===== src/shared/scb_pkg.sv =====
// package: special-function register map, field positions and carriers for the sfr bank
package scb_pkg;
   // register addresses
   localparam logic [7:0] SCB_ADDR_LOW         = 8'h80;
   localparam logic [7:0] SCB_ADDR_PORT_ZERO   = 8'h80;
   localparam logic [7:0] SCB_ADDR_STACK_TOP   = 8'h81;
   localparam logic [7:0] SCB_ADDR_DPTR_LOW    = 8'h82;
   localparam logic [7:0] SCB_ADDR_DPTR_HIGH   = 8'h83;
   localparam logic [7:0] SCB_ADDR_POWER       = 8'h87;
   localparam logic [7:0] SCB_ADDR_TIMER_CTL   = 8'h88;
   localparam logic [7:0] SCB_ADDR_PORT_ONE    = 8'h90;
   localparam logic [7:0] SCB_ADDR_CS_CTL_A    = 8'h92;
   // reset values
   localparam logic [7:0] SCB_RST_PORT_ZERO    = 8'hFF;
   localparam logic [7:0] SCB_RST_STACK_TOP    = 8'h07;
   localparam logic [7:0] SCB_RST_DPTR         = 8'h00;
   localparam logic [7:0] SCB_RST_POWER        = 8'h00;
   localparam logic [7:0] SCB_RST_TIMER_CTL    = 8'h00;
   localparam logic [7:0] SCB_RST_CS_CTL_A     = 8'h00;
   localparam logic [7:0] SCB_RST_PORT_ONE     = 8'hFF;
   // power_control bits
   localparam int SCB_PWR_BAUD_DOUBLE  = 7;
   localparam int SCB_PWR_FRAME_ERR_EN = 6;
   localparam int SCB_PWR_USER_ONE     = 3;
   localparam int SCB_PWR_USER_ZERO    = 2;
   localparam int SCB_PWR_POWER_DOWN   = 1;
   localparam int SCB_PWR_SLEEP_CPU    = 0;
   localparam logic [7:0] SCB_PWR_RSVD_MASK = 8'h30;
   // timer_control bits
   localparam int SCB_TC_T1_OVF  = 7;
   localparam int SCB_TC_T1_RUN  = 6;
   localparam int SCB_TC_T0_OVF  = 5;
   localparam int SCB_TC_T0_RUN  = 4;
   localparam int SCB_TC_B_PEND  = 3;
   localparam int SCB_TC_B_TYPE  = 2;
   localparam int SCB_TC_A_PEND  = 1;
   localparam int SCB_TC_A_TYPE  = 0;
   // port-one pin positions for alternate functions
   localparam int SCB_P1_T2_INPUT  = 0;
   localparam int SCB_P1_T2_RELOAD = 1;
   localparam int SCB_P1_ADC_START = 2;

   // special-function bus request from the core
   typedef struct packed {
      logic       rd;       // byte read
      logic       wr;       // byte write
      logic       bit_op;   // single-bit access
      logic       direct;   // direct addressing mode
      logic [7:0] addr;     // byte address, or bit address for bit_op
      logic [7:0] wdata;    // write byte; bit 0 is the bit value
   } scb_req_t;

   // hardware events reaching the bank
   typedef struct packed {
      logic t1_overflow;
      logic t0_overflow;
      logic t1_isr_enter;
      logic t0_isr_enter;
      logic b_isr_enter;
      logic a_isr_enter;
      logic wake;           // enabled interrupt for idle or power-down exit
   } scb_evt_t;

   // control outputs to the rest of the core
   typedef struct packed {
      logic        baud_double;
      logic        frame_error_enable;
      logic        timer_one_run;
      logic        timer_zero_run;
      logic        cpu_clk_en;
      logic        periph_clk_en;
      logic [15:0] data_pointer;
      logic [7:0]  stack_top;
      logic [7:0]  cs_ctl_a;
   } scb_ctl_t;
endpackage


===== src/hw/scb_irq_detect.sv =====
// module: external interrupt pin synchroniser and falling-edge or low-level detector
`timescale 1ns/10ps
module scb_irq_detect
(
   input  wire logic clk_i,
   input  wire logic arst_n_i,
   input  wire logic pin_n_i,       // raw active-low pin
   input  wire logic type_edge_i,   // 1 falling edge, 0 low level
   output logic      level_low_o,   // synchronised pin is low
   output logic      fall_o         // one-cycle falling-edge pulse
);
   logic meta_ff;
   logic sync_ff;
   logic prev_ff;

   // two-flop synchroniser; only sync_ff reads meta_ff
   always_ff @(posedge clk_i or negedge arst_n_i)
   begin
      if (!arst_n_i)
      begin
         meta_ff <= 1'b1;
         sync_ff <= 1'b1;
         prev_ff <= 1'b1;
      end
      else
      begin
         meta_ff <= pin_n_i;
         sync_ff <= meta_ff;
         prev_ff <= sync_ff;
      end
   end

   // detection outputs, registered so they come from flops
   always_ff @(posedge clk_i or negedge arst_n_i)
   begin
      if (!arst_n_i)
      begin
         level_low_o <= 1'b0;
         fall_o      <= 1'b0;
      end
      else
      begin
         level_low_o <= ~sync_ff;
         fall_o      <= type_edge_i & prev_ff & ~sync_ff;
      end
   end
endmodule // scb_irq_detect


===== src/hw/scb_sfr_bank.sv =====
// module: special-function register bank of the core control group
//
// Overview of operation
// - registers answer only at 80h-FFh and only on direct-addressed accesses
// - addresses ending 0 or 8 also take bit set, clear and test
// - unimplemented addresses and bits read back as one
// - port zero latch is a plain port, but carries address/data on external cycles
// - stack pointer at 81h holds the top-of-stack scratchpad address
// - data pointer is sixteen bits: low byte 82h, high byte 83h
// - power bit 7 doubles serial baud rate in modes 1, 2, 3
// - power bit 6 makes serial control bit 7 a framing error flag
// - power bits 3 and 2 are user flags; bits 5 and 4 reserved
// - power bit 1 enters power-down, stopping all clocks
// - power bit 0 enters idle; peripherals keep running, cpu clock stops
// - timer bit 7 set by timer one overflow, cleared on its isr entry
// - timer bit 5 set by timer zero overflow, cleared on its isr entry
// - timer bits 6 and 4 run timers one and zero
// - timer bits 3 and 1 latch external pins; level mode follows pin
// - timer bits 2 and 0 pick edge or level for pins one and zero
// - port one pin 2 gives rising-edge adc start input
// - port one pins 0 and 1 give timer two input and reload trigger
// - register at 92h holds mode and compare fields for port four pins 0, 1
`timescale 1ns/10ps
module scb_sfr_bank
(
   input  wire logic              clk_i,
   input  wire logic              arst_n_i,
   input  wire scb_pkg::scb_req_t req_i,
   input  wire scb_pkg::scb_evt_t evt_i,
   input  wire logic              ext_cycle_i,    // external memory cycle in progress
   input  wire logic [7:0]        ext_addr_data_i,// low address or data during it
   input  wire logic [7:0]        port_zero_pin_i,
   input  wire logic [7:0]        port_one_pin_i,
   input  wire logic              ext_irq_a_pin_n_i,
   input  wire logic              ext_irq_b_pin_n_i,
   output logic [7:0]             rdata_o,
   output logic                   rvalid_o,
   output logic [7:0]             port_zero_out_o,
   output logic [7:0]             port_zero_oe_o,
   output logic                   ext_irq_a_pending_o,
   output logic                   ext_irq_b_pending_o,
   output logic                   timer_two_ext_input_o,
   output logic                   timer_two_reload_trigger_o,
   output logic                   adc_trigger_pulse_o,
   output scb_pkg::scb_ctl_t      ctl_o
);
   import scb_pkg::*;

   // ==========================================================
   // storage
   logic [7:0] port_zero_latch_ff;
   logic [7:0] stack_top_pointer_ff;
   logic [7:0] data_pointer_low_ff;
   logic [7:0] data_pointer_high_ff;
   logic [7:0] power_control_ff;
   logic [7:0] timer_control_ff;
   logic [7:0] chip_select_control_a_ff;
   logic [7:0] p0_meta_ff;
   logic [7:0] p0_sync_ff;
   logic [7:0] p1_meta_ff;
   logic [7:0] p1_sync_ff;
   logic       adc_prev_ff;
   logic       a_low;
   logic       a_fall;
   logic       b_low;
   logic       b_fall;

   // ==========================================================
   // access decode
   logic       hit;
   logic [7:0] byte_addr;
   logic [2:0] bit_sel;
   logic       byte_wr;
   logic       bit_wr;
   logic [7:0] nxt_wbyte;
   logic [7:0] cur_byte;
   logic       tc_wr;

   // bit address 80h-FFh maps to byte (addr & F8h), bit addr[2:0]
   assign byte_addr = req_i.bit_op ? {req_i.addr[7:3], 3'h0} : req_i.addr;
   assign bit_sel   = req_i.addr[2:0];
   // indirect or low-half accesses never reach the bank
   assign hit       = req_i.direct & req_i.addr[7];
   assign byte_wr   = hit & req_i.wr & ~req_i.bit_op;
   assign bit_wr    = hit & req_i.wr & req_i.bit_op & is_bit_addr(byte_addr);
   // a type bit written now governs pending in the same cycle, so level mode never lags
   assign tc_wr     = (byte_wr | bit_wr) && byte_addr == SCB_ADDR_TIMER_CTL;

   // bit addressable when the low hex digit is 0 or 8
   function automatic logic is_bit_addr(input logic [7:0] a);
      is_bit_addr = (a[2:0] == 3'h0);
   endfunction

   // read view of one address; missing bits and addresses read one
   function automatic logic [7:0] read_view(input logic [7:0] a);
      if (a == SCB_ADDR_PORT_ZERO)
         read_view = p0_sync_ff;
      else if (a == SCB_ADDR_STACK_TOP)
         read_view = stack_top_pointer_ff;
      else if (a == SCB_ADDR_DPTR_LOW)
         read_view = data_pointer_low_ff;
      else if (a == SCB_ADDR_DPTR_HIGH)
         read_view = data_pointer_high_ff;
      else if (a == SCB_ADDR_POWER)
         read_view = power_control_ff | SCB_PWR_RSVD_MASK;
      else if (a == SCB_ADDR_TIMER_CTL)
         read_view = timer_control_ff;
      else if (a == SCB_ADDR_PORT_ONE)
         read_view = p1_sync_ff;
      else if (a == SCB_ADDR_CS_CTL_A)
         read_view = chip_select_control_a_ff;
      else
         read_view = 8'hFF;
   endfunction

   // merged write byte: whole byte, or one bit patched into current value
   always_comb
   begin
      cur_byte  = read_view(byte_addr);
      nxt_wbyte = req_i.wdata;
      if (req_i.bit_op)
      begin
         nxt_wbyte          = cur_byte;
         nxt_wbyte[bit_sel] = req_i.wdata[0];
      end
   end

   // ==========================================================
   // read data, one cycle after the request
   always_ff @(posedge clk_i or negedge arst_n_i)
   begin
      if (!arst_n_i)
      begin
         rdata_o  <= 8'hFF;
         rvalid_o <= 1'b0;
      end
      else
      begin
         rvalid_o <= hit & req_i.rd;
         if (hit & req_i.rd)
            rdata_o <= req_i.bit_op ? {7'h7F, cur_byte[bit_sel]} : cur_byte;
      end
   end

   // ==========================================================
   // port pin synchronisers
   always_ff @(posedge clk_i or negedge arst_n_i)
   begin
      if (!arst_n_i)
      begin
         p0_meta_ff  <= 8'hFF;
         p0_sync_ff  <= 8'hFF;
         p1_meta_ff  <= SCB_RST_PORT_ONE;
         p1_sync_ff  <= SCB_RST_PORT_ONE;
         adc_prev_ff <= 1'b1;
      end
      else
      begin
         p0_meta_ff  <= port_zero_pin_i;
         p0_sync_ff  <= p0_meta_ff;
         p1_meta_ff  <= port_one_pin_i;
         p1_sync_ff  <= p1_meta_ff;
         adc_prev_ff <= p1_sync_ff[SCB_P1_ADC_START];
      end
   end

   // port one alternate inputs; pwm and analog pins live in their blocks
   always_ff @(posedge clk_i or negedge arst_n_i)
   begin
      if (!arst_n_i)
      begin
         timer_two_ext_input_o      <= 1'b1;
         timer_two_reload_trigger_o <= 1'b1;
         adc_trigger_pulse_o        <= 1'b0;
      end
      else
      begin
         timer_two_ext_input_o      <= p1_sync_ff[SCB_P1_T2_INPUT];
         timer_two_reload_trigger_o <= p1_sync_ff[SCB_P1_T2_RELOAD];
         adc_trigger_pulse_o        <= p1_sync_ff[SCB_P1_ADC_START] & ~adc_prev_ff;
      end
   end

   // ==========================================================
   // port zero latch and pad drive
   always_ff @(posedge clk_i or negedge arst_n_i)
   begin
      if (!arst_n_i)
         port_zero_latch_ff <= SCB_RST_PORT_ZERO;
      else if ((byte_wr | bit_wr) && byte_addr == SCB_ADDR_PORT_ZERO)
         port_zero_latch_ff <= nxt_wbyte;
   end

   // quasi-bidirectional: drive only zeros, pull-ups give ones; bus cycles drive all
   always_ff @(posedge clk_i or negedge arst_n_i)
   begin
      if (!arst_n_i)
      begin
         port_zero_out_o <= 8'hFF;
         port_zero_oe_o  <= 8'h00;
      end
      else if (ext_cycle_i)
      begin
         port_zero_out_o <= ext_addr_data_i;
         port_zero_oe_o  <= 8'hFF;
      end
      else
      begin
         port_zero_out_o <= port_zero_latch_ff;
         port_zero_oe_o  <= ~port_zero_latch_ff;
      end
   end

   // ==========================================================
   // stack pointer, data pointer, chip-select control
   always_ff @(posedge clk_i or negedge arst_n_i)
   begin
      if (!arst_n_i)
      begin
         stack_top_pointer_ff     <= SCB_RST_STACK_TOP;
         data_pointer_low_ff      <= SCB_RST_DPTR;
         data_pointer_high_ff     <= SCB_RST_DPTR;
         chip_select_control_a_ff <= SCB_RST_CS_CTL_A;
      end
      else if (byte_wr)
      begin
         if (byte_addr == SCB_ADDR_STACK_TOP)
            stack_top_pointer_ff <= nxt_wbyte;
         else if (byte_addr == SCB_ADDR_DPTR_LOW)
            data_pointer_low_ff <= nxt_wbyte;
         else if (byte_addr == SCB_ADDR_DPTR_HIGH)
            data_pointer_high_ff <= nxt_wbyte;
         else if (byte_addr == SCB_ADDR_CS_CTL_A)
            chip_select_control_a_ff <= nxt_wbyte;
      end
   end

   // ==========================================================
   // power control; mode bits drop when a wake event resumes the core
   always_ff @(posedge clk_i or negedge arst_n_i)
   begin
      if (!arst_n_i)
         power_control_ff <= SCB_RST_POWER;
      else
      begin
         if (byte_wr && byte_addr == SCB_ADDR_POWER)
            power_control_ff <= nxt_wbyte & ~SCB_PWR_RSVD_MASK;
         if (evt_i.wake)
         begin
            power_control_ff[SCB_PWR_POWER_DOWN] <= 1'b0;
            power_control_ff[SCB_PWR_SLEEP_CPU]  <= 1'b0;
         end
      end
   end

   // ==========================================================
   // external interrupt detectors
   scb_irq_detect u_irq_a
   (
      .clk_i       (clk_i),
      .arst_n_i    (arst_n_i),
      .pin_n_i     (ext_irq_a_pin_n_i),
      .type_edge_i (timer_control_ff[SCB_TC_A_TYPE]),
      .level_low_o (a_low),
      .fall_o      (a_fall)
   );

   scb_irq_detect u_irq_b
   (
      .clk_i       (clk_i),
      .arst_n_i    (arst_n_i),
      .pin_n_i     (ext_irq_b_pin_n_i),
      .type_edge_i (timer_control_ff[SCB_TC_B_TYPE]),
      .level_low_o (b_low),
      .fall_o      (b_fall)
   );

   // ==========================================================
   // timer control; hardware set wins over any clear in the same cycle
   always_ff @(posedge clk_i or negedge arst_n_i)
   begin
      if (!arst_n_i)
         timer_control_ff <= SCB_RST_TIMER_CTL;
      else
      begin
         if (tc_wr)
            timer_control_ff <= nxt_wbyte;
         // isr entry clears, applied before sets so sets override
         if (evt_i.t1_isr_enter)
            timer_control_ff[SCB_TC_T1_OVF] <= 1'b0;
         if (evt_i.t0_isr_enter)
            timer_control_ff[SCB_TC_T0_OVF] <= 1'b0;
         if (evt_i.b_isr_enter & timer_control_ff[SCB_TC_B_TYPE])
            timer_control_ff[SCB_TC_B_PEND] <= 1'b0;
         if (evt_i.a_isr_enter & timer_control_ff[SCB_TC_A_TYPE])
            timer_control_ff[SCB_TC_A_PEND] <= 1'b0;
         if (evt_i.t1_overflow)
            timer_control_ff[SCB_TC_T1_OVF] <= 1'b1;
         if (evt_i.t0_overflow)
            timer_control_ff[SCB_TC_T0_OVF] <= 1'b1;
         // level mode follows the pin, edge mode latches a fall
         if (!(tc_wr ? nxt_wbyte[SCB_TC_B_TYPE] : timer_control_ff[SCB_TC_B_TYPE]))
            timer_control_ff[SCB_TC_B_PEND] <= b_low;
         else if (b_fall)
            timer_control_ff[SCB_TC_B_PEND] <= 1'b1;
         if (!(tc_wr ? nxt_wbyte[SCB_TC_A_TYPE] : timer_control_ff[SCB_TC_A_TYPE]))
            timer_control_ff[SCB_TC_A_PEND] <= a_low;
         else if (a_fall)
            timer_control_ff[SCB_TC_A_PEND] <= 1'b1;
      end
   end

   // ==========================================================
   // registered control outputs
   always_ff @(posedge clk_i or negedge arst_n_i)
   begin
      if (!arst_n_i)
      begin
         ctl_o               <= '0;
         ctl_o.cpu_clk_en    <= 1'b1;
         ctl_o.periph_clk_en <= 1'b1;
         ctl_o.stack_top     <= SCB_RST_STACK_TOP;
         ext_irq_a_pending_o <= 1'b0;
         ext_irq_b_pending_o <= 1'b0;
      end
      else
      begin
         ctl_o.baud_double        <= power_control_ff[SCB_PWR_BAUD_DOUBLE];
         ctl_o.frame_error_enable <= power_control_ff[SCB_PWR_FRAME_ERR_EN];
         ctl_o.timer_one_run      <= timer_control_ff[SCB_TC_T1_RUN];
         ctl_o.timer_zero_run     <= timer_control_ff[SCB_TC_T0_RUN];
         // either mode stops the cpu; only power-down stops peripherals
         ctl_o.cpu_clk_en    <= ~(power_control_ff[SCB_PWR_POWER_DOWN]
                                | power_control_ff[SCB_PWR_SLEEP_CPU]);
         ctl_o.periph_clk_en <= ~power_control_ff[SCB_PWR_POWER_DOWN];
         ctl_o.data_pointer  <= {data_pointer_high_ff, data_pointer_low_ff};
         ctl_o.stack_top     <= stack_top_pointer_ff;
         ctl_o.cs_ctl_a      <= chip_select_control_a_ff;
         ext_irq_a_pending_o <= timer_control_ff[SCB_TC_A_PEND];
         ext_irq_b_pending_o <= timer_control_ff[SCB_TC_B_PEND];
      end
   end
endmodule // scb_sfr_bank


===== config.mk =====
export PLATFORM = sky130hd
export DESIGN_NAME = scb_sfr_bank
export DESIGN_NICKNAME = d
export VERILOG_FILES = /design/src/shared/scb_pkg.sv /design/src/hw/scb_irq_detect.sv /design/src/hw/scb_sfr_bank.sv
export SDC_FILE = /design/constraint.sdc
export NUM_CORES = 1
export LEC_CHECK = 0
export BUFFER_PORTS_ARGS = -buffer_cell sky130_fd_sc_hd__buf_2
export CAP_MARGIN = 20
export CORE_UTILIZATION = 50
export DETAILED_ROUTE_END_ITERATION = 10
export PLACE_DENSITY = 0.73
export SLEW_MARGIN = 40
export SYNTH_ARGS = -nofsm -noshare
export SYNTH_HDL_FRONTEND = slang
export SYNTH_HIERARCHICAL = 1
export SYNTH_SLANG_ARGS = --single-unit
export TNS_END_PERCENT = 100

===== constraint.sdc =====
create_clock -name clk_i -period 2.8 [get_ports clk_i]
set_input_delay 0.28 -clock clk_i [delete_from_list [all_inputs] [get_ports clk_i]]
set_output_delay 0.28 -clock clk_i [all_outputs]
set_load 0.01 [all_outputs]

* Yosys cells after proc, flatten, opt, wreduce, memory -nomap -nowiden
Cells that the tools add are included.
** Word-level totals
- Register bits :: 165
- Output and inout bits :: 68
- Word-level logic and storage cells :: 127
** Cells by class
- Order comparisons :: 2
- Equality and inequality tests :: 10
- Muxes and demuxes :: 33
- Bitwise gates (word level) :: 25
- Reduce and logical (&&, ||, !) cells :: 12
** Operators with widths (number)
- 8-bit 2-to-1 mux :: 13
- 8-bit == test, second input constant :: 8
- 1-bit 2-to-1 mux :: 14
- 1-bit AND :: 13
- 1-bit inverter :: 9
- 8-bit bitwise mux :: 1
- 4-bit by 3-bit != test with 1-bit output, second input constant :: 2
- 8-bit inverter :: 1
- 3-bit nonzero test :: 2
- 5-bit AND reduction :: 1
- 1-bit logical AND :: 4
- 3-bit by 4-bit < comparator with 1-bit output, second input constant :: 1
- 2-bit 2-to-1 mux :: 2
- 4-bit AND reduction :: 1
- 1-bit binary-select mux with 3-bit select :: 1
- 1-bit demux with 3-bit select :: 1
- 3-bit by 1-bit greater-or-equal comparator with 1-bit output, second input constant :: 1
- 3-bit zero test :: 1
- 3-bit 2-to-1 mux :: 1
- 3-bit AND reduction :: 1
- 1-bit OR :: 2
- 2-bit AND reduction :: 1
- 2-bit nonzero test :: 1

* Logic depth before layout (Yosys ltp)
Gate-level depths: netlist of run 1.
- Depth after elaboration :: 16
- Gate-level depth with buffers :: 11
- Depth with buffers taken out :: 8

* Modules after synthesis
Netlist of run 1, hierarchy kept.
** Modules (own cells, without submodules)
- scb_sfr_bank :: times used 1, cells an instance 520, area an instance 6190.9 sq um, sequential area each 3962.6 sq um
- scb_irq_detect :: times used 2, cells an instance 7, area an instance 141.4 sq um, sequential area each 128.9 sq um

* Worst setup path after synthesis of run 1
No wires, ideal clock.
- Kind :: input port to flip-flop
- Start point :: input req_i[12] (netlist bit)
- End point :: register timer_control_ff[1]
- Arrival time :: 2.039 ns
- Required time :: 2.675 ns
- Path slack :: 0.637 ns
- Cell stages on the path :: 8
- Path buffers :: 1
- Cells stage by stage :: buf_6 > or3b_4 > or3_1 > a21oi_1 > o22a_1 > o31ai_2 > a311o_1 > mux2_2
** Between the ends
- Cells in the longest elaborated chain, start to end :: 15
** Ends and longest elaborated chain
- from (decl) :: RTL line scb_sfr_bank.sv:28 : input wire scb_pkg::scb_req_t req_i,
- 8-bit == test :: RTL line scb_sfr_bank.sv:110 : else if (a == SCB_ADDR_CS_CTL_A)
- 8-bit 2-to-1 mux :: RTL line scb_sfr_bank.sv:110
- 8-bit 2-to-1 mux :: RTL line scb_sfr_bank.sv:108 : else if (a == SCB_ADDR_PORT_ONE)
- 8-bit 2-to-1 mux :: RTL line scb_sfr_bank.sv:106 : else if (a == SCB_ADDR_TIMER_CTL)
- 8-bit 2-to-1 mux :: RTL line scb_sfr_bank.sv:104 : else if (a == SCB_ADDR_POWER)
- 8-bit 2-to-1 mux :: RTL line scb_sfr_bank.sv:102 : else if (a == SCB_ADDR_DPTR_HIGH)
- 8-bit 2-to-1 mux :: RTL line scb_sfr_bank.sv:100 : else if (a == SCB_ADDR_DPTR_LOW)
- 8-bit 2-to-1 mux :: RTL line scb_sfr_bank.sv:98 : else if (a == SCB_ADDR_STACK_TOP)
- 8-bit 2-to-1 mux :: RTL line scb_sfr_bank.sv:96 : if (a == SCB_ADDR_PORT_ZERO)
- 8-bit bitwise mux :: RTL line scb_sfr_bank.sv:124 : nxt_wbyte[bit_sel] = req_i.wdata[0];
- 8-bit 2-to-1 mux :: RTL line scb_sfr_bank.sv:121 : if (req_i.bit_op)
- 8-bit 2-to-1 mux :: RTL line scb_sfr_bank.sv:286 : if (tc_wr)
- 1-bit 2-to-1 mux :: RTL line scb_sfr_bank.sv:295 : if (evt_i.a_isr_enter & timer_control_ff[SCB_TC_A_TYPE])
- 1-bit 2-to-1 mux :: RTL line scb_sfr_bank.sv:308 : else if (a_fall)
- 1-bit 2-to-1 mux :: RTL line scb_sfr_bank.sv:306 : if (!(tc_wr ? nxt_wbyte[SCB_TC_A_TYPE] : timer_control_ff[SCB_TC_A_TYPE]))
- to (signal assigned) :: RTL line scb_sfr_bank.sv:287 : timer_control_ff <= nxt_wbyte;
- to (signal, indexed assignment) :: RTL line scb_sfr_bank.sv:303 : timer_control_ff[SCB_TC_B_PEND] <= b_low;
- to (signal, indexed assignment) :: RTL line scb_sfr_bank.sv:307 : timer_control_ff[SCB_TC_A_PEND] <= a_low;
- to (decl) :: RTL line scb_sfr_bank.sv:56 : logic [7:0] timer_control_ff;
Several ways; a longest one is shown, not always the timed one. The select of a mux whose other input is x is not followed.
A chain may end at the register's enable or synchronous reset.

* Worst setup path in the final report of run 1
- Start point :: input req_i[9] (netlist bit)
- End point :: register stack_top_pointer_ff[6]
** Between the ends
- Cells in the longest elaborated chain, start to end :: 12
** Ends and longest elaborated chain
- 3-bit 2-to-1 mux :: RTL line scb_sfr_bank.sv:80 : assign byte_addr = req_i.bit_op ? {req_i.addr[7:3], 3'h0} : req_i.addr;
- 8-bit == test :: RTL line scb_sfr_bank.sv:110
- 8-bit 2-to-1 mux :: RTL line scb_sfr_bank.sv:110
- 8-bit 2-to-1 mux :: RTL line scb_sfr_bank.sv:108
- 8-bit 2-to-1 mux :: RTL line scb_sfr_bank.sv:106
- 8-bit 2-to-1 mux :: RTL line scb_sfr_bank.sv:104
- 8-bit 2-to-1 mux :: RTL line scb_sfr_bank.sv:102
- 8-bit 2-to-1 mux :: RTL line scb_sfr_bank.sv:100
- 8-bit 2-to-1 mux :: RTL line scb_sfr_bank.sv:98
- 8-bit 2-to-1 mux :: RTL line scb_sfr_bank.sv:96
- 8-bit bitwise mux :: RTL line scb_sfr_bank.sv:124
- 8-bit 2-to-1 mux :: RTL line scb_sfr_bank.sv:121
- to (signal assigned) :: RTL line scb_sfr_bank.sv:228 : stack_top_pointer_ff <= nxt_wbyte;
- to (decl) :: RTL line scb_sfr_bank.sv:52 : logic [7:0] stack_top_pointer_ff;
Several ways; a longest one is shown, not always the timed one.

==> flow_summary.json, run 1 <==
{
  "cts_buffers": 17,
  "synth-seq-cells": 165,
  "rows": 41,
  "vdd_drop_max_mv": 0.526,
  "hp-class": "input port to flop",
  "final_common_cell": "buf_2",
  "vias": 4891,
  "synth_top_area_cell": "dfrtp_1",
  "finalPower_w": 0.00539,
  "post-cts-setup-buffer-count": 0,
  "insertedDiodeCount": 0,
  "drv_slew": 0,
  "setup_viol": 0,
  "die_h_um": 116,
  "wire_per_inst_um": 20.1,
  "grt_pass1_vias": 4888,
  "synth_fp_nets": 590,
  "ys_warn_count": 6,
  "cts_root_buf": "clkbuf_16",
  "fp.coreArea_um2": 12600,
  "routed_wl_um": 18200,
  "path_class": "input port to flop",
  "grt_use_met1_pct": 39.5,
  "io_buffers": 123,
  "regArea_um2": 4220,
  "cts_max_path_buffers": 2,
  "grt_pass1_wl_um": 27900,
  "drive_gt1_share_pct": 42.9,
  "grt-busiest-layer": "met2",
  "gp_congestion": 0.949,
  "worst_ep_required_time_ns": 3.08,
  "post_cts.resized_instances": 0,
  "path_clk_slew_ns": 0.07,
  "powerDensity_nw_per_um2": 642,
  "hp-start": "evt_i[0]",
  "r2r-end": "power_control_ff[2]",
  "area_growth_pct": 29.6,
  "leakage_nw": 3.91,
  "cap_violations": 0,
  "ios": 124,
  "synth_area_leaders": "dfrtp_1 36%, dfstp_2 30%, nand2_1 4.5%, mux2_2 3.1%, o21ai_0 2.0%",
  "tightestPinTransition_ns": 0.654,
  "ys.flop_type": "dfrtp_1",
  "viasPerCell": 5.41,
  "clock-sinks": 165,
  "syn_inst": 534,
  "die_w_um": 116,
  "detailed_place_hpwl_um": 13400,
  "synth_seq_area_share_pct": 65.2,
  "timing.fmax_ghz": 0.406,
  "reg2reg_depth": 8,
  "insertion_delay_ns": 0.43,
  "final_cell_mix": "122 x buf_2, 92 x dfrtp_1, 78 x nand2_1, 73 x dfstp_2, 46 x buf_4",
  "reg2reg_from": "p1_sync_ff[2]",
  "crit_path_start_kind": "input port",
  "die_area_um2": 13400,
  "antenna_found_initial": 0,
  "start_util_pct": 51.3,
  "cts_tree": "yes",
  "grt_use_total_pct": 29.4,
  "reg2reg_slack_ns": 0.45,
  "arrival_ns": 2.74,
  "timing.final.crit_share_pct": 87.9,
  "end_kind": "flop",
  "whs_endpoint": "power_control_ff[1]",
  "worst_slack_ns": 0.338,
  "relSlewSlack_pct": 56.2,
  "fill_cells": 982,
  "outcome": "finished, final reports clean",
  "min_period_ns": 2.46,
  "crit_fanout": 14,
  "h-tree-depth": 4,
  "synth_top_area_share_pct": 35.6,
  "use_met3_pct": 6.49,
  "syn_area_um2": 6470,
  "multiInputGateArea_um2": 2070,
  "rsz0062_at_grt": "false",
  "syn_avg_cell_area_um2": 12.1,
  "fin_nets": 775,
  "synthDistinctLibCells": 72,
  "place_inst": 853,
  "worst_clock_skew_ns": 0.00674,
  "synth_edf_count": 0,
  "grt-ovfl-total": 0,
  "async_flop_share_pct": 100,
  "hold_viol": 0,
  "final_cells": 904,
  "drc_errors": 0,
  "use_met2_pct": 46.3,
  "whs_path_depth": 2,
  "post-place-ws_ns": -0.0433,
  "ant_nets": 0,
  "holdWs_ns": 0.0449,
  "first_pass_iters": 5,
  "grt_max_degree": 72,
  "dr.first_iter.drc_count": 307
}
critical path, stage by stage:
cell     delay, ns
buf_2         0.23
nor3_1        0.13
buf_4         0.15
nor2_1        0.50
nor2_1        0.18
a221o_1       0.46
mux2_2        0.31
mux2i_4       0.33
o21ai_1       0.16
cell type report:
cell class	count	area share [%]
timing repair buffer	192	14.7
sequential	165	50.3
clock inverter	11	1.79
inverter	12	0.537
clock buffer	21	5.37
tap	172	2.56
multi-input combinational	331	24.7
stage by stage:
step                      TNS [ns]  util (%)  area, µm²
after detailed placement    -0.131      60.2       7600
after global routing             0      66.5       8390
after global placement      -0.316      60.2       7600
after floorplan                  0         -       6470
after CTS                        0      66.5       8390
final                            0      66.5       8390
how the worst max path moves through the flow:
stage                         start                     endpoint  slack (ns)  cells after the start
final                      req_i[9]      stack_top_pointer_ff[6]        0.34                      9
after CTS                  req_i[9]      stack_top_pointer_ff[6]        0.34                      9
after global placement     req_i[9]  chip_select_control_a_ff[6]       -0.06                      9
after detailed placement   req_i[9]          timer_control_ff[6]       -0.04                      9
after global routing       req_i[9]      stack_top_pointer_ff[6]        0.23                      9
after floorplan           req_i[12]          timer_control_ff[1]        0.64                      8
kinds of logic after synthesis:
kind of cell | count (synthesis) | share of synthesized area, %
compound gates | 123 | 13.1
buf+inv | 38 | 2.78
flops | 165 | 65.2
mux | 28 | 5.06
simple gates | 180 | 13.9
registers in the layout, indices dropped and copies added (netlist names), 6 cells and up:
register                  flops
chip_select_control_a_ff      8
ctl_o                        38
data_pointer_high_ff          8
data_pointer_low_ff           8
p0_meta_ff                    8
p0_sync_ff                    8
p1_meta_ff                    8
p1_sync_ff                    8
port_zero_latch_ff            8
port_zero_oe_o                8
port_zero_out_o               8
power_control_ff              6
rdata_o                       8
stack_top_pointer_ff          8
timer_control_ff              8
cells in the mapped netlist, drive strengths merged, types with 4 or more instances:
cell	n
a211oi	5
buf	15
nor3b	4
a22oi	7
nor2b	8
a31oi	5
clkbuf	11
dfstp	73
o21ai	44
nor3	7
mux2	18
nand2b	11
nor2	35
nand2	79
o22ai	5
mux2i	10
a21oi	21
nand3	14
dfrtp	92
inv	11
layer usage:
metal / part of all wire, % / vias up
li1: - / 2257
met2: 48 / 186
met1: 44 / 2420
met5: 0 / -
met3: 5.7 / 28
met4: 2.8 / 0
timing repair:
item	in CTS	in global routing
hold endpoints to repair	65	0
hold buffers	19	0
endpoints found under the setup margin	0	0
power breakdown:
| group | internal [W] | total, W | switching, W | leakage, nW |
|---|---|---|---|---|
| logic | 0.000182 | 0.000449 | 0.000268 | 1.63 |
| clock network | 0.00143 | 0.00237 | 0.000937 | 0.288 |
| registers | 0.00252 | 0.00257 | 0.0000487 | 1.98 |
| total | 0.00414 | 0.00539 | 0.00125 | 3.91 |
Power figures use the tool's default switching activity.
==> inputs of run 2 (changes only) <==
--- a/config.mk
+++ b/config.mk
@@ -5,11 +5,10 @@
 export SDC_FILE = /design/constraint.sdc
 export NUM_CORES = 1
 export LEC_CHECK = 0
-export BUFFER_PORTS_ARGS = -buffer_cell sky130_fd_sc_hd__buf_2
 export CAP_MARGIN = 20
 export CORE_UTILIZATION = 50
 export DETAILED_ROUTE_END_ITERATION = 10
-export PLACE_DENSITY = 0.73
+export DONT_BUFFER_PORTS = 1
 export SLEW_MARGIN = 40
 export SYNTH_ARGS = -nofsm -noshare
 export SYNTH_HDL_FRONTEND = slang
==> run 2 against run 1 <==
Against the previous run: the flow now finishes with violations (negative hold slack); design area decreased by 8.7%; critical path depth increased by 1; wire length decreased by 4.2%; critical path type is now flop to flop; critical endpoint is now timer_control_ff[7]; highest routed layer unchanged.
==> flow_summary.json, run 2 (synthesis gave the netlist of run 1 again) <==
{
  "insertion_delay_ns": 0.43,
  "ios": 124,
  "grt_pass1_wl_um": 26600,
  "routed_wl_um": 17500,
  "clock-sinks": 165,
  "holdBufCountCts": 33,
  "h-tree-depth": 4,
  "vias": 4404,
  "outcome": "complete, but fails checks",
  "leakage_nw": 3.29,
  "top_register": "ctl_o",
  "crit_fanout": 7,
  "hp-class": "input port to async pin",
  "tightestPinTransition_ns": 0.592,
  "timing.fmax_ghz": 0.380,
  "cap_violations": 0,
  "relSlewSlack_pct": 60.4,
  "arrival_ns": 2.99,
  "fp.coreArea_um2": 12600,
  "place_inst": 702,
  "drc_errors": 0,
  "die_h_um": 116,
  "grt_pass1_vias": 4418,
  "cts_root_buf": "clkbuf_16",
  "final_cells": 768,
  "fill_cells": 1038,
  "end_kind": "flop",
  "cts_buffers": 17,
  "first_pass_iters": 7,
  "worst_ep_required_time_ns": 3.16,
  "violations": "negative hold slack",
  "timing.final.crit_share_pct": 93.9,
  "worst_clock_skew_ns": 0.00787,
  "swShare_pct": 22.9,
  "die_w_um": 116,
  "path_clk_slew_ns": 0.07,
  "crit_path_start_kind": "flop",
  "dr.first_iter.drc_count": 301,
  "detailed_place_hpwl_um": 12300,
  "switchingPower_w": 0.00118,
  "final_cell_mix": "92 x dfrtp_1, 78 x nand2_1, 73 x dfstp_2, 34 x nor2_1, 33 x dlygate4sd3_1",
  "min_period_ns": 2.63,
  "setup_viol": 0,
  "cts_max_path_buffers": 2,
  "ant_nets": 0,
  "rows": 41,
  "slowest_stage": "dlygate4sd3_1",
  "final_common_cell": "dfrtp_1",
  "drv_slew": 0,
  "cpLargestDelayFamily": "compound AO/OA/AOI/OAI gates",
  "cts_tree": "yes",
  "setup_tns_ns": 0,
  "antenna_found_initial": 0,
  "grt-ovfl-total": 0,
  "gp_congestion": 0.918,
  "seq_power_share_pct": 50.2,
  "slowest_delay_ns": 0.58,
  "comb_power_share_pct": 5.0,
  "power_frac_clock_pct": 44.8,
  "path_class": "flop to flop",
  "start_util_pct": 51.3,
  "die_area_um2": 13400,
  "hold_viol": 165,
  "drive_gt1_share_pct": 27.9,
  "holdWs_ns": -0.454,
  "p_int_w": 0.00400,
  "crit_path_cell_trace": "nor2b_1, a211oi_1, o22a_1, a221o_1, nor2_1, a21oi_1, mux2i_4, buf_12, o31ai_1, dlygate4sd3_1",
  "reg2reg_slack_ns": 0.17,
  "grt_max_degree": 166,
  "grt_use_total_pct": 28.0,
  "vdd_drop_max_mv": 0.401,
  "fin_nets": 639,
  "area_growth_pct": 18.3,
  "post_cts.resized_instances": 0,
  "io_buffers": 0,
  "powerDensity_nw_per_um2": 677,
  "crit_buf_inv": 2,
  "largest_register_ff_count": 38,
  "rsz0062_at_grt": "false",
  "insertedDiodeCount": 0,
  "wire_per_inst_um": 22.7,
  "viasPerCell": 5.73
}
-- run 2: cell count changes in the layout (fill, tap and decap cells not counted) --
cell and delta:
buf_4 -24, buf_6 -1, dlygate4sd3_1 +14, clkbuf_1 -2, inv_8 +1, clkinv_2 +1, buf_12 -3, inv_6 +2
bufinv_16 -1, buf_2 -122, clkinvlp_4 -1
-- run 2: path summary, 6_finish.rpt --
kind | start | to | cells past startpoint
setup / recovery | p1_sync_ff[7] | timer_control_ff[7] | 10
hold / removal | arst_n_i | port_zero_oe_o[0] | 0
setup reg to reg | p1_sync_ff[7] | timer_control_ff[7] | 10
hold reg to reg | p0_meta_ff[4] | p0_sync_ff[4] | 0
max in group asynchronous | arst_n_i | p1_sync_ff[1] | 0
min in group clk_i | ext_cycle_i | port_zero_oe_o[3] | 1
-- run 2: final cells by class --
type | instances | area (µm²) | area share [%]
repair buffers | 56 | 515 | 6.73
clock buffers | 19 | 443 | 5.78
clock inverters | 13 | 146 | 1.91
flip-flops and latches | 165 | 4220 | 55.1
inverters | 12 | 45.0 | 0.588
well taps | 172 | 215 | 2.81
multi-input cells | 331 | 2070 | 27.1
-- run 2: per-stage QoR --
step	instance area, µm²	setup slack, ns	power, W	utilization [%]
floorplan	6470	0.637	0.00280	-
CTS	7650	0.152	0.00521	60.6
finish	7660	0.170	0.00518	60.7
global route	7660	0.0876	0.00535	60.7
global placement	6730	0.213	0.00286	53.3
detailed placement	6730	0.224	0.00286	53.3
-- run 2: routing by layer --
layer / GRT usage (%) / wire [µm]
met1: 37.7 / 7630
met2: 44.4 / 8500
met3: 6.69 / 984
met4: 10.1 / 337
met5: 0 / 0
-- run 2: repair_timing --
item / 4_1_cts / 5_1_grt
endpoints found under the hold margin: 204 / 165
setup endpoints to repair: 0 / 1
buffers inserted: 0 / 1
-- run 2: power by group through the flow --
| stage | combinational [W] | sequential [W] | clock [W] |
|---|---|---|---|
| after floorplan | 0.000178 | 0.00262 | 0 |
| after global placement | 0.000215 | 0.00264 | 0 |
| after detailed placement | 0.000216 | 0.00264 | 0 |
| after CTS | 0.000256 | 0.00260 | 0.00235 |
| after global routing | 0.000283 | 0.00261 | 0.00245 |
| final | 0.000258 | 0.00260 | 0.00232 |
==> inputs of run 3 (changes only) <==
--- a/config.mk
+++ b/config.mk
@@ -9,6 +9,7 @@
 export CORE_UTILIZATION = 50
 export DETAILED_ROUTE_END_ITERATION = 10
 export DONT_BUFFER_PORTS = 1
+export PLACE_DENSITY = 0.68
 export SLEW_MARGIN = 40
 export SYNTH_ARGS = -nofsm -noshare
 export SYNTH_HDL_FRONTEND = slang
==> constraint.sdc (replaced) <==
create_clock -name clk_i -period 2.3 [get_ports clk_i]
set_input_delay 0.23 -clock clk_i [delete_from_list [all_inputs] [get_ports clk_i]]
set_output_delay 0.23 -clock clk_i [all_outputs]
set_load 0.01 [all_outputs]
==> run 3 against run 2 <==
Against the previous run: the run still ends with negative hold slack left; combinational power increased by 35%; design area is 3.2% higher; sequential cell count unchanged; wire length increased by 3.2%; worst hold slack lost 0.042 ns; clock-buffer cell count up 1; first-iteration DRC count shrank 1.0%; critical path type is now input port to flop; largest cell class unchanged; largest power group unchanged.
==> flow_summary.json, run 3 (synthesis gave the netlist of run 1 again) <==
{
  "outcome": "complete, but fails checks",
  "violations": "negative hold slack",
  "arrival_ns": 2.59,
  "cts_max_path_buffers": 2,
  "fin_util_pct": 62.6,
  "reg2reg_from": "p1_sync_ff[7]",
  "crit_start": "req_i[12]",
  "post-cts-setup-buffer-count": 0,
  "reg2reg_slack_ns": 0.16,
  "grt_max_degree": 166,
  "final_common_cell": "dfrtp_1",
  "cts_tree": "yes",
  "min_period_ns": 2.30,
  "area_growth_pct": 22.1,
  "post-place-ws_ns": -0.306,
  "die_h_um": 116,
  "reg2reg_depth": 9,
  "vdd_drop_max_mv": 0.512,
  "r2r-end": "timer_control_ff[7]",
  "crit_fanout": 10,
  "fin_nets": 669,
  "grt-ovfl-total": 0,
  "routed-wl-met3_um": 1090,
  "detailed_place_hpwl_um": 12400,
  "worst_clock_skew_ns": 0.00596,
  "top_register": "ctl_o",
  "relSlewSlack_pct": 49.9,
  "route.met2.wl_um": 8740,
  "final_cell_mix": "92 x dfrtp_1, 78 x nand2_1, 73 x dfstp_2, 49 x buf_4, 36 x dlygate4sd3_1",
  "holdWs_ns": -0.496,
  "io_buffers": 0,
  "die_w_um": 116,
  "path_clk_slew_ns": 0.06,
  "insertedDiodeCount": 0,
  "wire_per_inst_um": 22.6,
  "cts_root_buf": "clkbuf_16",
  "cpLargestDelayFamily": "compound AO/OA/AOI/OAI gates",
  "crit_path_cell_trace": "nor3b_2, o211ai_1, o21ai_1, a21oi_1, a221o_1, mux2_2, mux2i_4, o21ai_1",
  "ant_nets": 0,
  "end_kind": "flop",
  "worst_ep_required_time_ns": 2.59,
  "rows": 41,
  "setup_viol": 0,
  "rsz0062_at_grt": "false",
  "viasPerCell": 5.69,
  "drive_gt1_share_pct": 30.7,
  "antenna_found_initial": 0,
  "timing.fmax_ghz": 0.435,
  "powerDensity_nw_per_um2": 806,
  "holdBufCountCts": 36,
  "routed_wl_um": 18000,
  "vias": 4543,
  "final_cells": 798,
  "clock-sinks": 165,
  "ios": 124,
  "wl_met1_um": 7730,
  "largest_register_ff_count": 38,
  "insertion_delay_ns": 0.42,
  "path_class": "input port to flop",
  "hold_viol": 165,
  "timing.final.crit_share_pct": 100,
  "worst_slack_ns": 0.000767,
  "fp.coreArea_um2": 12600,
  "first_pass_iters": 5,
  "tightestPinTransition_ns": 0.732,
  "h-tree-depth": 4,
  "crit_buf_inv": 0,
  "slowest_stage": "nor3b_2",
  "die_area_um2": 13400,
  "drv_slew": 0,
  "place_inst": 730,
  "grt_pass1_vias": 4619,
  "crit_path_start_kind": "input port",
  "routed.top_layer": "met4",
  "cts_buffers": 17,
  "cp_common_cell": "o21ai_1",
  "drc_errors": 0,
  "leakage_nw": 3.43,
  "start_util_pct": 51.3,
  "hp-class": "input port to async pin",
  "grt_pass1_wl_um": 27100,
  "slowest_delay_ns": 0.48,
  "dr.first_iter.drc_count": 298,
  "grt_use_total_pct": 28.7,
  "fill_cells": 1043,
  "cap_violations": 0,
  "gp_congestion": 0.879
}
[run 3: cell types whose count changed in the layout (fill, tap and decap cells not counted), sizes merged]
cell and change:
clkinv +1, clkinvlp +1, dlygate4sd3 +3, buf +27, clkbuf +1, bufinv +1
inv -4
[run 3: power breakdown]
group,total (W),switching [W],internal [W],leakage [nW]
clock,0.00286,0.00112,0.00174,0.292
combinational,0.000348,0.000178,0.000170,1.16
sequential,0.00317,0.0000886,0.00308,1.98
total,0.00637,0.00139,0.00498,3.43
[run 3: metrics by stage]
step | cell area [µm²] | TNS, ns | power, W
floorplan | 6470 | 0 | 0.00340
finish | 7900 | 0 | 0.00637
global placement | 6940 | -4.51 | 0.00349
global route | 7900 | 0 | 0.00661
CTS | 7900 | 0 | 0.00643
detailed placement | 6940 | -3.90 | 0.00350
[run 3: final cells by class]
type	count	area, µm²	share of cell area (%)
clock buffers	20	447	5.65
inverters	12	45.0	0.570
multi-input cells	331	2070	26.2
clock inverters	12	154	1.95
repair buffers	86	748	9.47
well taps	172	215	2.72
flip-flops and latches	165	4220	53.4
[run 3: worst max-delay path by stage]
stage | slack, ns | depth (start not counted) | end
after floorplan | 0.19 | 8 | timer_control_ff[1]
after CTS | 0.09 | 8 | timer_control_ff[6]
after global placement | -0.33 | 8 | timer_control_ff[6]
after detailed placement | -0.31 | 9 | timer_control_ff[3]
final | 0.0008 | 8 | timer_control_ff[6]
after global routing | 0.02 | 8 | timer_control_ff[6]
[run 3: routing by layer]
metal	GRT usage, %	vias to the layer above
met1	38.0	2306
li1	-	2031
met5	0	-
met2	46.3	184
met4	10.9	0
met3	6.54	22
[run 3: repair_timing]
action	in CTS	in global routing
setup endpoints to repair	0	1
endpoints found under the hold margin	211	165
resized for setup	0	1
